`config.mk`:
```
export PLATFORM = sky130hd
export DESIGN_NAME = cfgdp_top
export DESIGN_NICKNAME = d
export VERILOG_FILES = /design/src/rtl/cfgdp_pointer.v /design/src/rtl/cfgdp_top.v
export VERILOG_INCLUDE_DIRS = /design/src /design/src/rtl
export SDC_FILE = /design/constraint.sdc
export NUM_CORES = 1
export LEC_CHECK = 0
export BUFFER_PORTS_ARGS = -buffer_cell sky130_fd_sc_hd__buf_2
export CAP_MARGIN = 10
export CORE_UTILIZATION = 54
export DETAILED_ROUTE_END_ITERATION = 8
export GPL_ROUTABILITY_DRIVEN = 0
export GPL_TIMING_DRIVEN = 0
export MAX_ROUTING_LAYER = met4
export PLACE_DENSITY = 0.87
export SYNTH_ARGS = -nofsm -noshare
export SYNTH_HDL_FRONTEND = slang
export SYNTH_SLANG_ARGS = --single-unit
```
`constraint.sdc`:
```
create_clock -name mclk -period 4.3 [get_ports mclk]
set_input_delay 0.86 -clock mclk [delete_from_list [all_inputs] [get_ports mclk]]
set_output_delay 0.86 -clock mclk [all_outputs]
set_load 0.02 [all_outputs]
```
`src/rtl/cfgdp_regs.vh`:
```
// constants for the configuration loader and dual data pointer block
// assumes inclusion by bare name from rtl files
`ifndef CFGDP_REGS_VH
`define CFGDP_REGS_VH
`define CFGDP_SIG0_ADDR 16'hFC30
`define CFGDP_SIG1_ADDR 16'hFC31
`define CFGDP_SIG2_ADDR 16'hFC60
`define CFGDP_USER_BASE 16'hFCE0
`define CFGDP_USER_LAST 16'hFCFF
`define CFGDP_CFG1_ADDR 16'hFD00
`define CFGDP_CFG2_ADDR 16'hFD01
`define CFGDP_CFG_RESET 8'hFF
`define CFGDP_AUX_RESET 8'h00
`define CFGDP_AUX_SEL_BIT 0
`define CFGDP_AUX_ZERO_BIT 2
`define CFGDP_C1_WDT_BIT 7
`define CFGDP_C1_RPD_BIT 6
`define CFGDP_C1_PRL_BIT 5
`define CFGDP_C1_BOV_BIT 4
`define CFGDP_C1_CLK_BIT 3
`define CFGDP_C2_SB2_BIT 7
`define CFGDP_C2_SB1_BIT 6
`define CFGDP_OSC_EXT 3'b111
`define CFGDP_OSC_RC 3'b011
`define CFGDP_OSC_LOW 3'b010
`define CFGDP_OSC_MED 3'b001
`define CFGDP_OSC_HIGH 3'b000
`endif

```
`src/rtl/cfgdp_pointer.v`:
```
// one 16-bit data pointer with byte writes and increment
// assumes the caller gates enables with the pointer select
`timescale 1ns/1ps
module cfgdp_pointer #(
    parameter WIDTH = 16
) (
    input wire mclk,
    input wire rst_n,
    input wire wr_lo,
    input wire wr_hi,
    input wire load,
    input wire inc,
    input wire [7:0] wdata,
    input wire [WIDTH-1:0] load_val,
    output reg [WIDTH-1:0] ptr_ff
);
    reg [WIDTH-1:0] nxt_ptr;
    always @* begin
        nxt_ptr = ptr_ff;
        if (load)
            nxt_ptr = load_val;
        else if (inc)
            nxt_ptr = ptr_ff + {{(WIDTH-1){1'b0}}, 1'b1};
        else if (wr_hi)
            nxt_ptr = {wdata, ptr_ff[7:0]};
        else if (wr_lo)
            nxt_ptr = {ptr_ff[WIDTH-1:8], wdata};
    end
    always @(posedge mclk or negedge rst_n) begin
        if (!rst_n)
            ptr_ff <= {WIDTH{1'b0}};
        else
            ptr_ff <= nxt_ptr;
    end
endmodule

```
`src/rtl/cfgdp_top.v`:
```
// configuration byte loader, security gate, signature and dual data pointer
// assumes nonvolatile bytes sit on nv_* ports, cpu strobes are mclk-synchronous
`timescale 1ns/1ps
`include "cfgdp_regs.vh"
module cfgdp_top #(
    parameter PTR_W = 16,
    parameter [7:0] SIG0 = 8'h5A,
    parameter [7:0] SIG1 = 8'hA5,
    parameter [7:0] SIG2 = 8'h3C
) (
    input wire mclk,
    input wire rst_n,
    input wire [7:0] nv_cfg1,
    input wire [7:0] nv_cfg2,
    input wire aux_wr,
    input wire aux_inc,
    input wire [7:0] aux_wdata,
    input wire dph_wr,
    input wire dpl_wr,
    input wire [7:0] sfr_wdata,
    input wire ptr_load,
    input wire [15:0] ptr_load_val,
    input wire ptr_inc,
    input wire code_rd,
    input wire [7:0] acc_off,
    input wire data_rd,
    input wire [7:0] user_rdata,
    input wire pgm_req,
    input wire pgm_sb2_req,
    input wire vfy_req,
    input wire wd_run_sw,
    input wire wd_clk_sw,
    output reg [7:0] aux_rdata_ff,
    output reg [7:0] dph_rdata_ff,
    output reg [7:0] dpl_rdata_ff,
    output reg [15:0] ptr_addr_ff,
    output reg [7:0] rd_data_ff,
    output reg rd_valid_ff,
    output reg [7:0] user_addr_ff,
    output reg user_rd_ff,
    output reg pgm_ok_ff,
    output reg vfy_ok_ff,
    output reg watchdog_reset_enable_ff,
    output reg watchdog_run_control_ff,
    output reg watchdog_clock_select_ff,
    output reg reset_pin_disable_ff,
    output reg port_reset_level_ff,
    output reg brownout_threshold_select_ff,
    output reg clock_divide_select_ff,
    output reg [2:0] oscillator_type_ff,
    output reg osc_reserved_ff
);
    // loader: grabs nv bytes in the first cycle after reset release
    reg load_done_ff;
    reg [7:0] cfg1_ff;
    reg [7:0] cfg2_ff;
    always @(posedge mclk or negedge rst_n) begin
        if (!rst_n) begin
            load_done_ff <= 1'b0;
            cfg1_ff <= `CFGDP_CFG_RESET;
            cfg2_ff <= `CFGDP_CFG_RESET;
        end else if (!load_done_ff) begin
            // no software path ever writes these
            cfg1_ff <= nv_cfg1;
            cfg2_ff <= nv_cfg2;
            load_done_ff <= 1'b1;
        end
    end

    // auxiliary control, select bit at 0
    reg [7:0] aux_ff;
    reg [7:0] nxt_aux;
    always @* begin
        nxt_aux = aux_ff;
        if (aux_wr)
            nxt_aux = aux_wdata;
        else if (aux_inc)
            nxt_aux = aux_ff + 8'h01;
        nxt_aux[`CFGDP_AUX_ZERO_BIT] = 1'b0;
    end
    always @(posedge mclk or negedge rst_n) begin
        if (!rst_n)
            aux_ff <= `CFGDP_AUX_RESET;
        else
            aux_ff <= nxt_aux;
    end
    wire pointer_select = aux_ff[`CFGDP_AUX_SEL_BIT];

    // two pointers; enables gated by select
    wire [PTR_W-1:0] ptr0;
    wire [PTR_W-1:0] ptr1;
    cfgdp_pointer #(.WIDTH(PTR_W)) u_ptr0 (
        .mclk(mclk),
        .rst_n(rst_n),
        .wr_lo(dpl_wr & ~pointer_select),
        .wr_hi(dph_wr & ~pointer_select),
        .load(ptr_load & ~pointer_select),
        .inc(ptr_inc & ~pointer_select),
        .wdata(sfr_wdata),
        .load_val(ptr_load_val[PTR_W-1:0]),
        .ptr_ff(ptr0)
    );
    cfgdp_pointer #(.WIDTH(PTR_W)) u_ptr1 (
        .mclk(mclk),
        .rst_n(rst_n),
        .wr_lo(dpl_wr & pointer_select),
        .wr_hi(dph_wr & pointer_select),
        .load(ptr_load & pointer_select),
        .inc(ptr_inc & pointer_select),
        .wdata(sfr_wdata),
        .load_val(ptr_load_val[PTR_W-1:0]),
        .ptr_ff(ptr1)
    );
    wire [PTR_W-1:0] data_pointer = pointer_select ? ptr1 : ptr0;

    // code and data reads through the selected pointer
    wire [15:0] code_addr = data_pointer + {8'h00, acc_off};
    wire in_user = (code_addr >= `CFGDP_USER_BASE) && (code_addr <= `CFGDP_USER_LAST);
    reg [7:0] nxt_rd;
    reg nxt_valid;
    always @* begin
        nxt_rd = 8'h00;
        nxt_valid = 1'b0;
        if (code_rd) begin
            nxt_valid = 1'b1;
            case (code_addr)
                `CFGDP_SIG0_ADDR: nxt_rd = SIG0;
                `CFGDP_SIG1_ADDR: nxt_rd = SIG1;
                `CFGDP_SIG2_ADDR: nxt_rd = SIG2;
                default: nxt_rd = 8'h00;
            endcase
        end else if (data_rd) begin
            nxt_valid = 1'b1;
            case (data_pointer)
                `CFGDP_CFG1_ADDR: nxt_rd = cfg1_ff;
                `CFGDP_CFG2_ADDR: nxt_rd = cfg2_ff;
                default: nxt_rd = 8'h00;
            endcase
        end
    end

    // user area data arrives one cycle later from the array
    reg user_pend_ff;
    always @(posedge mclk or negedge rst_n) begin
        if (!rst_n) begin
            rd_data_ff <= 8'h00;
            rd_valid_ff <= 1'b0;
            user_rd_ff <= 1'b0;
            user_addr_ff <= 8'h00;
            user_pend_ff <= 1'b0;
        end else begin
            user_rd_ff <= code_rd & in_user;
            user_addr_ff <= code_addr[7:0];
            user_pend_ff <= code_rd & in_user;
            if (user_pend_ff) begin
                rd_data_ff <= user_rdata;
                rd_valid_ff <= 1'b1;
            end else begin
                rd_data_ff <= nxt_rd;
                rd_valid_ff <= nxt_valid & ~(code_rd & in_user);
            end
        end
    end

    // security: sb2 at 7, sb1 at 6
    wire sb2 = cfg2_ff[`CFGDP_C2_SB2_BIT];
    wire sb1 = cfg2_ff[`CFGDP_C2_SB1_BIT];
    reg nxt_pgm;
    reg nxt_vfy;
    always @* begin
        case ({sb2, sb1})
            2'b11: begin
                nxt_pgm = pgm_req | pgm_sb2_req;
                nxt_vfy = vfy_req;
            end
            2'b10: begin
                nxt_pgm = pgm_sb2_req;
                nxt_vfy = vfy_req;
            end
            2'b00: begin
                nxt_pgm = 1'b0;
                nxt_vfy = 1'b0;
            end
            // unsupported combination, treated as locked
            default: begin
                nxt_pgm = 1'b0;
                nxt_vfy = 1'b0;
            end
        endcase
    end

    // feature controls from held bytes
    wire [2:0] osc = cfg1_ff[2:0];
    reg osc_res;
    always @* begin
        case (osc)
            `CFGDP_OSC_EXT, `CFGDP_OSC_RC, `CFGDP_OSC_LOW,
            `CFGDP_OSC_MED, `CFGDP_OSC_HIGH: osc_res = 1'b0;
            default: osc_res = 1'b1;
        endcase
    end
    wire watchdog_reset_enable = cfg1_ff[`CFGDP_C1_WDT_BIT];
    always @(posedge mclk or negedge rst_n) begin
        if (!rst_n) begin
            pgm_ok_ff <= 1'b0;
            vfy_ok_ff <= 1'b0;
            watchdog_reset_enable_ff <= 1'b1;
            watchdog_run_control_ff <= 1'b1;
            watchdog_clock_select_ff <= 1'b0;
            reset_pin_disable_ff <= 1'b0;
            port_reset_level_ff <= 1'b1;
            brownout_threshold_select_ff <= 1'b1;
            clock_divide_select_ff <= 1'b0;
            oscillator_type_ff <= `CFGDP_OSC_EXT;
            osc_reserved_ff <= 1'b0;
            aux_rdata_ff <= 8'h00;
            dph_rdata_ff <= 8'h00;
            dpl_rdata_ff <= 8'h00;
            ptr_addr_ff <= 16'h0000;
        end else begin
            pgm_ok_ff <= nxt_pgm & load_done_ff;
            vfy_ok_ff <= nxt_vfy & load_done_ff;
            watchdog_reset_enable_ff <= watchdog_reset_enable;
            watchdog_run_control_ff <= watchdog_reset_enable | wd_run_sw;
            watchdog_clock_select_ff <= ~watchdog_reset_enable & wd_clk_sw;
            reset_pin_disable_ff <= ~cfg1_ff[`CFGDP_C1_RPD_BIT];
            port_reset_level_ff <= cfg1_ff[`CFGDP_C1_PRL_BIT];
            brownout_threshold_select_ff <= cfg1_ff[`CFGDP_C1_BOV_BIT];
            clock_divide_select_ff <= ~cfg1_ff[`CFGDP_C1_CLK_BIT];
            oscillator_type_ff <= osc;
            osc_reserved_ff <= osc_res;
            aux_rdata_ff <= aux_ff;
            dph_rdata_ff <= data_pointer[15:8];
            dpl_rdata_ff <= data_pointer[7:0];
            ptr_addr_ff <= data_pointer;
        end
    end
    // serial programming pins live in the programming controller, not here
endmodule

```
* After elaboration in Yosys (flattened, before gate mapping)
Index checks and enable logic that the tools add are counted.
** Word-level totals
- Bits in registers :: 126
- Input port bits :: 79
- Output and inout port bits :: 71
- Word-level logic and storage cells :: 99
** Cells by class
- Add/subtract/negate cells :: 4
- Magnitude comparators :: 2
- Eq/ne operators :: 13
- Multiplexer cells :: 22
- Bitwise gates (word level) :: 20
- Reduce and logical (&&, ||, !) cells :: 11
** Operators with widths (count)
- $mux W16 :: 7
- $eq A16 B16 Y1 const B :: 5
- $mux W8 :: 7
- $add A16 B1 Y16 const B :: 2
- $pmux W8 S3 :: 1
- $add A16 B8 Y16 :: 1
- $ge A16 B16 Y1 const B :: 1
- $le A16 B16 Y1 const B :: 1
- $pmux W8 S2 :: 1
- $and A1 B1 Y1 :: 13
- $reduce_bool A3 Y1 :: 4
- $add A8 B1 Y8 const B :: 1
- $eq A3 B2 Y1 const B :: 2
- $ne A3 B3 Y1 const B :: 2
- $mux W1 :: 5
- $not A1 Y1 :: 5
- $reduce_or A5 Y1 :: 1
- $eq A2 B2 Y1 const B :: 2
- $reduce_and A2 Y1 :: 2
- $eq A3 B1 Y1 const B :: 1
- $eq A3 B3 Y1 const B :: 1
- $logic_not A3 Y1 :: 1
- $or A1 B1 Y1 :: 2
- $pmux W1 S2 :: 1
- other kinds (3) :: 3

* Longest topological paths before layout
Gate-level depths: netlist of run 1.
- Word-level depth :: 8
- Gate-level depth with buffers :: 16
- Depth with buffers taken out :: 12

* Cells and area by module
Synthesis of run 1 repeated with hierarchy kept, for this count alone.
** Second synthesis, totals
- Cells, all modules :: 577
- Area, all modules :: 6092.1 µm²
** By module, submodules not included
- cfgdp_top :: instances 1, cells each 322, area each 3743.6 µm², seq. area each 1980.6 µm²
- cfgdp_pointer at u_ptr1 :: instances 1, cells each 131, area each 1238.7 µm², seq. area each 400.4 µm²
- cfgdp_pointer at u_ptr0 :: instances 1, cells each 124, area each 1109.8 µm², seq. area each 400.4 µm²

* Least setup slack after synthesis of run 1
No wires, ideal clock.
- Path kind :: register -> register
- Start :: register aux_ff[0]
- End :: register rd_data_ff[5]
- Library setup time :: 0.125 ns
- Data arrival time :: 3.411 ns
- Data required time :: 4.175 ns
- Setup slack :: 0.764 ns
- Stages on the path, launching flop included :: 17
- Buffers on the path :: 4
- Clock period less this slack :: 3.536 ns
- Path through :: dfrtp_1 > buf_6 > buf_8 > buf_2 > buf_2 > mux2i_2 > inv_1 > ha_1 > inv_1 > fa_1 > nor2b_1 > o31a_1 > o21a_1 > or2_2 > and3_1 > o2111ai_1 > nand2_1
** Between the ends
- Word-level cells in the longest chain between the ends :: 6
- Elaborated cells between the ends (all ways) :: 12
- Those cells by class :: 1 x add/sub; 5 x eq/ne; 6 x mux
** RTL lines
- start, declared :: RTL line cfgdp_top.v:71 : reg [7:0] aux_ff;
- start signal, assigned :: RTL line cfgdp_top.v:83 : aux_ff <= `CFGDP_AUX_RESET;
- start signal, assigned :: RTL line cfgdp_top.v:85 : aux_ff <= nxt_aux;
- $mux W16 (*) :: RTL line cfgdp_top.v:114 : wire [PTR_W-1:0] data_pointer = pointer_select ? ptr1 : ptr0;
- net data_pointer[0] :: RTL line cfgdp_top.v:114
- $add A16 B8 Y16 or $eq A16 B16 Y1 (tied branches) :: RTL line cfgdp_top.v:117, cfgdp_top.v:134
- $eq A16 B16 Y1 or $pmux W8 S2 (tied branches) :: RTL line cfgdp_top.v:126, cfgdp_top.v:134
- $pmux W8 S3 or $mux W8 (tied branches) :: RTL line cfgdp_top.v:126, cfgdp_top.v:132
- $mux W8 (*) :: RTL line cfgdp_top.v:124 : if (code_rd) begin
- $mux W8 (*) :: RTL line cfgdp_top.v:155 : if (user_pend_ff) begin
- end signal, assigned :: RTL line cfgdp_top.v:156 : rd_data_ff <= user_rdata;
- end signal, assigned :: RTL line cfgdp_top.v:159 : rd_data_ff <= nxt_rd;
- end, declared :: RTL line cfgdp_top.v:37 : output reg [7:0] rd_data_ff,
The timed path passes the listed nets; every way through them passes the cells marked *.
A chain may end at the register's enable or synchronous reset.

* Worst setup path in the final report of run 1
Same ends and word-level chain as after synthesis.

==> results of run 1 <==
## state kept, by name, indices dropped and copies added (netlist names), 3 cells and up
| register | count |
|---|---|
| u_ptr0.ptr_ff | 16 |
| u_ptr1.ptr_ff | 16 |
| ptr_addr_ff | 15 |
| cfg1_ff | 8 |
| cfg2_ff | 8 |
| rd_data_ff | 8 |
| user_addr_ff | 8 |
| aux_ff | 7 |
| aux_rdata_ff | 7 |
| oscillator_type_ff | 3 |
## power breakdown
group | leakage (nW) | internal [W] | switching [W]
Clock | 0.106 | 0.000236 | 0.000397
Combinational | 1.98 | 0.000545 | 0.000809
Sequential | 1.31 | 0.00124 | 0.000163
Total | 3.39 | 0.00203 | 0.00137
## critical path, cell delays in order (launching register included)
cell and delay (ps):
dfrtp_1 380, buf_6 150, buf_8 140, buf_2 230, buf_2 270, mux2i_4 510, inv_1 140, ha_1 240
inv_1 70, fa_1 200, nor2b_1 70, o31a_1 280, o21bai_1 260, o211ai_1 160, nor4b_4 480, o2111ai_1 240
nand2_1 130
## per-stage QoR
step                      total power, W  cells  utilization [%]
after CTS                       0.003383    899            67.32
final                           0.003395    899            67.40
after floorplan                 0.002318    601                -
after global routing            0.003581    899            67.40
after detailed placement        0.002757    883            65.36
after global placement          0.002689    882            65.07
## synthesized netlist by cell type (5+ instances only)
cell	instances	share of area [%]
and3_1	14	1.5
dfrtp_1	87	37
o31ai_1	5	0.63
mux2_2	30	5.7
ha_1	10	2.1
nand3_1	22	1.9
nand2b_1	5	0.53
nand4_1	10	1.1
a21o_1	5	0.63
dfstp_2	23	10
o211ai_1	10	1.3
nor3_1	10	0.85
clkbuf_1	23	1.5
a221oi_1	9	1.3
nor2_1	41	2.6
xnor2_1	13	1.9
xor2_1	13	1.9
o21ai_0	46	3.9
buf_4	17	2.2
a21oi_1	31	2.6
nand2_1	67	4.3
a31oi_1	5	0.53
inv_1	17	1.1
mux2i_1	10	1.7
## how the worst max path moves through the flow
stage	start	endpoint	slack [ps]	cells past startpoint
final	aux_ff[0]	rd_data_ff[5]	250	16
after global routing	aux_ff[0]	rd_data_ff[0]	30	16
after CTS	aux_ff[0]	rd_data_ff[0]	60	16
after detailed placement	aux_ff[0]	rd_data_ff[0]	110	16
after global placement	aux_ff[0]	rd_data_ff[5]	210	14
after floorplan	aux_ff[0]	rd_data_ff[5]	760	16
## repair_timing
item | 4_1_cts | 5_1_grt
endpoints found under the setup margin | 0 | 10
endpoints found under the hold margin | 0 | 0
resized for setup | 0 | 1
## layout make-up
type / instances / area [sq um]
inverters: 17 / 63.81
multi-input cells: 426 / 2806
flip-flops and latches: 110 / 2781
fillers: 858 / 3411
clock buffers: 9 / 123.9
clock inverters: 7 / 81.33
repair buffers: 146 / 755.7
well taps: 136 / 170.2
plain buffers: 48 / 269.0
## cell families (layout without fill, tap and decap cells)
kind of cell	count (synthesis)	in the layout	synth area share [%]
compound gates	155	155	17.35
xor+xnor	26	26	3.852
fa+ha+maj	11	11	2.455
buf+inv	65	227	5.629
flops	110	110	47.05
mux	43	43	8.127
other cells	2	2	0.1270
simple gates	189	189	15.41
## per-layer routing
layer | global-route usage [%] | part of all wire (%) | wire length (um) | vias to the layer above
li1 | - | - | - | 2474
met1 | 36.35 | 37 | 5988 | 2570
met2 | 49.03 | 49 | 7860 | 366
met3 | 4.012 | 10 | 1616 | 51
met4 | 13.01 | 3.2 | 507 | 0
met5 | - | 0 | 0 | -
==> metrics.cfg, run 1 <==
[timing]
fin_worst_skew_ps = 20.04
setup_ws_ps = 249.3
worst_pin_slew_ps = 654.9
max_slew_margin_pct = 56.34
holdWs_ps = 370.7
setup_viol = 0
layout_min_cycle_time_ps = 4051
fmax_mhz = 246.9
slew_viol_final = 0
layout_worst_path_cycle_share_pct = 94.20
hold_viol = 0
rsz0062_at_grt = false
finalSetupTns_ps = 0

[final_layout]
fin_area_sq_um = 7052
nets = 848
final_common_cell = buf_2
drive_gt1_share_pct = 32.77
syn2layout_area_growth_pct = 19.28
final_cell_mix = buf_2 (148), dfrtp_1 (87), nand2_1 (67), o21ai_0 (46), nor2_1 (41)
diodes = 0

[global_route]
grt_antenna_before_repair = 0
grt.total_usage_pct = 29.58
grt_pass1_wl_um = 25500
grt_pass1_vias = 5292
grt_max_degree = 61
grt-ovfl-total = 0

[drt]
vias_per_cell = 6.075
num_vias = 5461
ant_nets = 0
wl_um = 15970
drc = 0
first_pass_iters = 6
wire_per_inst_um = 17.77
drt_iter0_markers = 478

[logic_synthesis]
ys_seq_elements = 110
netlist_area_sq_um = 5912
avgSynthCellArea_sq_um = 9.837
synth_nets = 691
yosys_most_used_dff = dfrtp_1
yosysSeqAreaShare_pct = 47.05
ys_warn_count = 0
syn-instance-count = 601
synthArstFlopShare_pct = 100.0
synth_edf_count = 0
ys_types = 66

[critical_path]
ff2ff_path_depth = 16
arrival_ps = 4360
critPathKind = flop to flop
crit_fanout = 10
reg2reg_from = aux_ff[0]
r2r-end = rd_data_ff[5]
startpoint_type = flop
r2r_setup_slack_ps = 250
required_ps = 4610
worstSetupEndpointType = flop

[worst_hold_path]
hold_path_class = flop to flop
hold_path_depth = 0
hold_start = cfg1_ff[5]
holdPathEnd = port_reset_level_ff

[die]
start_util_pct = 56.51
die_x_um = 106.6
dieArea_sq_um = 11370
ioPinCount = 150
rows = 37
core_sq_um = 10460
die_h_um = 106.6

[cts]
clk_pin_slew_ps = 130
cts_made_buffers = 9
cts_tree = done
cts_post_setup_buffers_inserted = 0
cts_htree_levels = 3
ctsLongestPathBuffers = 2
cts_num_sinks = 110
cts_root_buf = clkbuf_8
insertion_delay_ps = 380
holdBufCountCts = 0

[place]
hpwlAfterDp_um = 12300
dpl_worst_slack_ps = 110.1
io_buffers = 145
dpl-instance-area_sq_um = 6838

[power_and_ir_drop]
leakage_nw = 3.390
power.density_nw_per_um2 = 481.4
irDropWorstVdd_v = 0.0002834

[run_status]
outcome = completed

[run]
drv_cap = 0

(Power assumes the default switching activity.)
==> run 2: changes to the inputs <==
Clock period 4.3 ns to 3.83 ns, I/O delays scaled along.
==> metrics.cfg, run 2 (synthesis results as in run 1) <==
[final_layout]
regArea_sq_um = 2781
final_common_cell = buf_2
stdcell_count = 900
diodes = 0
nets = 849
top_regs = u_ptr0.ptr_ff (16), u_ptr1.ptr_ff (16), ptr_addr_ff (15)
drive_gt1_share_pct = 33.12
fin_util_pct = 67.57
n_fill_cell = 857
multi_input_area_sq_um = 2811
syn2layout_area_growth_pct = 19.58
final_cell_mix = buf_2 (146), dfrtp_1 (87), nand2_1 (67), o21ai_0 (46), nor2_1 (41)

[timing]
holdWs_ps = 369.6
slew_viol_final = 0
layout_worst_path_cycle_share_pct = 92.49
fin_worst_skew_ps = 18.19
hold_viol = 0
fmax_mhz = 282.3
rsz0062_at_grt = false
setup_viol = 0
max_slew_margin_pct = 56.00
worst_pin_slew_ps = 660.1
layout_min_cycle_time_ps = 3542

[cts]
insertion_delay_ps = 370
cts_tree = done
clk_pin_slew_ps = 120
cts_root_buf = clkbuf_8
cts_made_buffers = 9
ctsLongestPathBuffers = 2
cts_htree_levels = 3
holdBufCountCts = 0
cts_num_sinks = 110

[drt]
wl_um = 15940
first_pass_iters = 6
wire_per_inst_um = 17.71
vias_per_cell = 6.053
ant_nets = 0
drc = 0
num_vias = 5448
drt_iter0_markers = 495

[power_and_ir_drop]
p_total_w = 0.003811
leakage_nw = 3.395
power.density_nw_per_um2 = 539.0
irDropWorstVdd_v = 0.0003181

[global_route]
grt.total_usage_pct = 29.62
grt_antenna_before_repair = 0
grt_pass1_wl_um = 25530
grt_max_degree = 61
grt_pass1_vias = 5284
grt-ovfl-total = 0

[place]
io_buffers = 145
hpwlAfterDp_um = 12300
place_inst = 883

[critical_path]
arrival_ps = 3830
startpoint_type = flop
required_ps = 4110
crit_fanout = 19
worstSetupEndpointType = flop
critPathKind = flop to flop

[run]
drv_cap = 0

[die]
die_h_um = 106.6
dieArea_sq_um = 11370
ioPinCount = 150
core_sq_um = 10460
die_x_um = 106.6
rows = 37
start_util_pct = 56.51

[worst_hold_path]
hold_path_class = flop to flop

[run_status]
outcome = completed

==> run 2: cell types whose count changed in the layout (fill, tap and decap cells not counted) <==
cell / previous run / this run
buf_2: 148 / 146
ha_2: 0 / 1
nor2b_2: 0 / 1
nor2b_1: 3 / 2
buf_4: 18 / 21
ha_1: 10 / 9
==> run 2: cell type report <==
cell class              count  area share (%)
plain buffers              47           3.770
clock buffers               9           1.752
clock inverters             7           1.150
inverters                  17          0.9027
multi-input cells         426           39.77
flip-flops and latches    110           39.35
well taps                 136           2.407
repair buffers            148           10.90
==> run 2: layer usage <==
metal | GRT usage [%] | vias up | part of all wire [%]
li1 | - | 2476 | -
met2 | 49.03 | 347 | 49
met5 | - | - | 0
met4 | 13.01 | 0 | 3.3
met3 | 4.012 | 48 | 9.2
met1 | 36.48 | 2577 | 39
==> run 2: path summary, 6_finish.rpt <==
check,start,to,slack [ps],cells after the start
max reg2reg,aux_ff[0],user_pend_ff,290,16
min,cfg1_ff[5],port_reset_level_ff,370,0
max,aux_ff[0],user_pend_ff,290,16
min in group asynchronous,rst_n,u_ptr1.ptr_ff[11],420,1
max in group asynchronous,rst_n,cfg2_ff[2],2640,2
min reg2reg,cfg1_ff[5],port_reset_level_ff,370,0
==> run 2: where the power goes <==
| group | switching [W] | internal [W] | total (W) |
|---|---|---|---|
| Clock | 0.000441 | 0.000265 | 0.000706 |
| Combinational | 0.000905 | 0.000619 | 0.00152 |
| Sequential | 0.000183 | 0.00140 | 0.00158 |
==> run 2: timing repair <==
| action | CTS | global route |
|---|---|---|
| buffers inserted | 1 | 1 |
| endpoints found under the setup margin | 10 | 10 |
| pin swaps | 1 | 3 |
| gates resized for setup | 1 | 4 |
| hold endpoints to repair | 0 | 0 |
==> run 2: metrics by stage <==
stage                     setup WS [ps]  setup TNS, ps  area [sq um]
after floorplan                   294.1              0          5912
after global placement           -255.8          -2243          6808
after detailed placement         -359.9          -3202          6838
after CTS                         31.18              0          7059
after global routing              95.58              0          7069
final                             287.7              0          7069
==> run 2: critical path: stages, from the launching register on <==
cell and delay, ps:
dfrtp_1 410, buf_6 150, buf_8 160, buf_4 180
mux2i_4 200, inv_1 110, ha_2 200, inv_1 50
fa_1 410, nor2b_2 160, o31a_1 210, nor2_1 80
a2111o_1 410, nor4b_4 280, buf_4 190, nand2_1 70
nor3_2 200
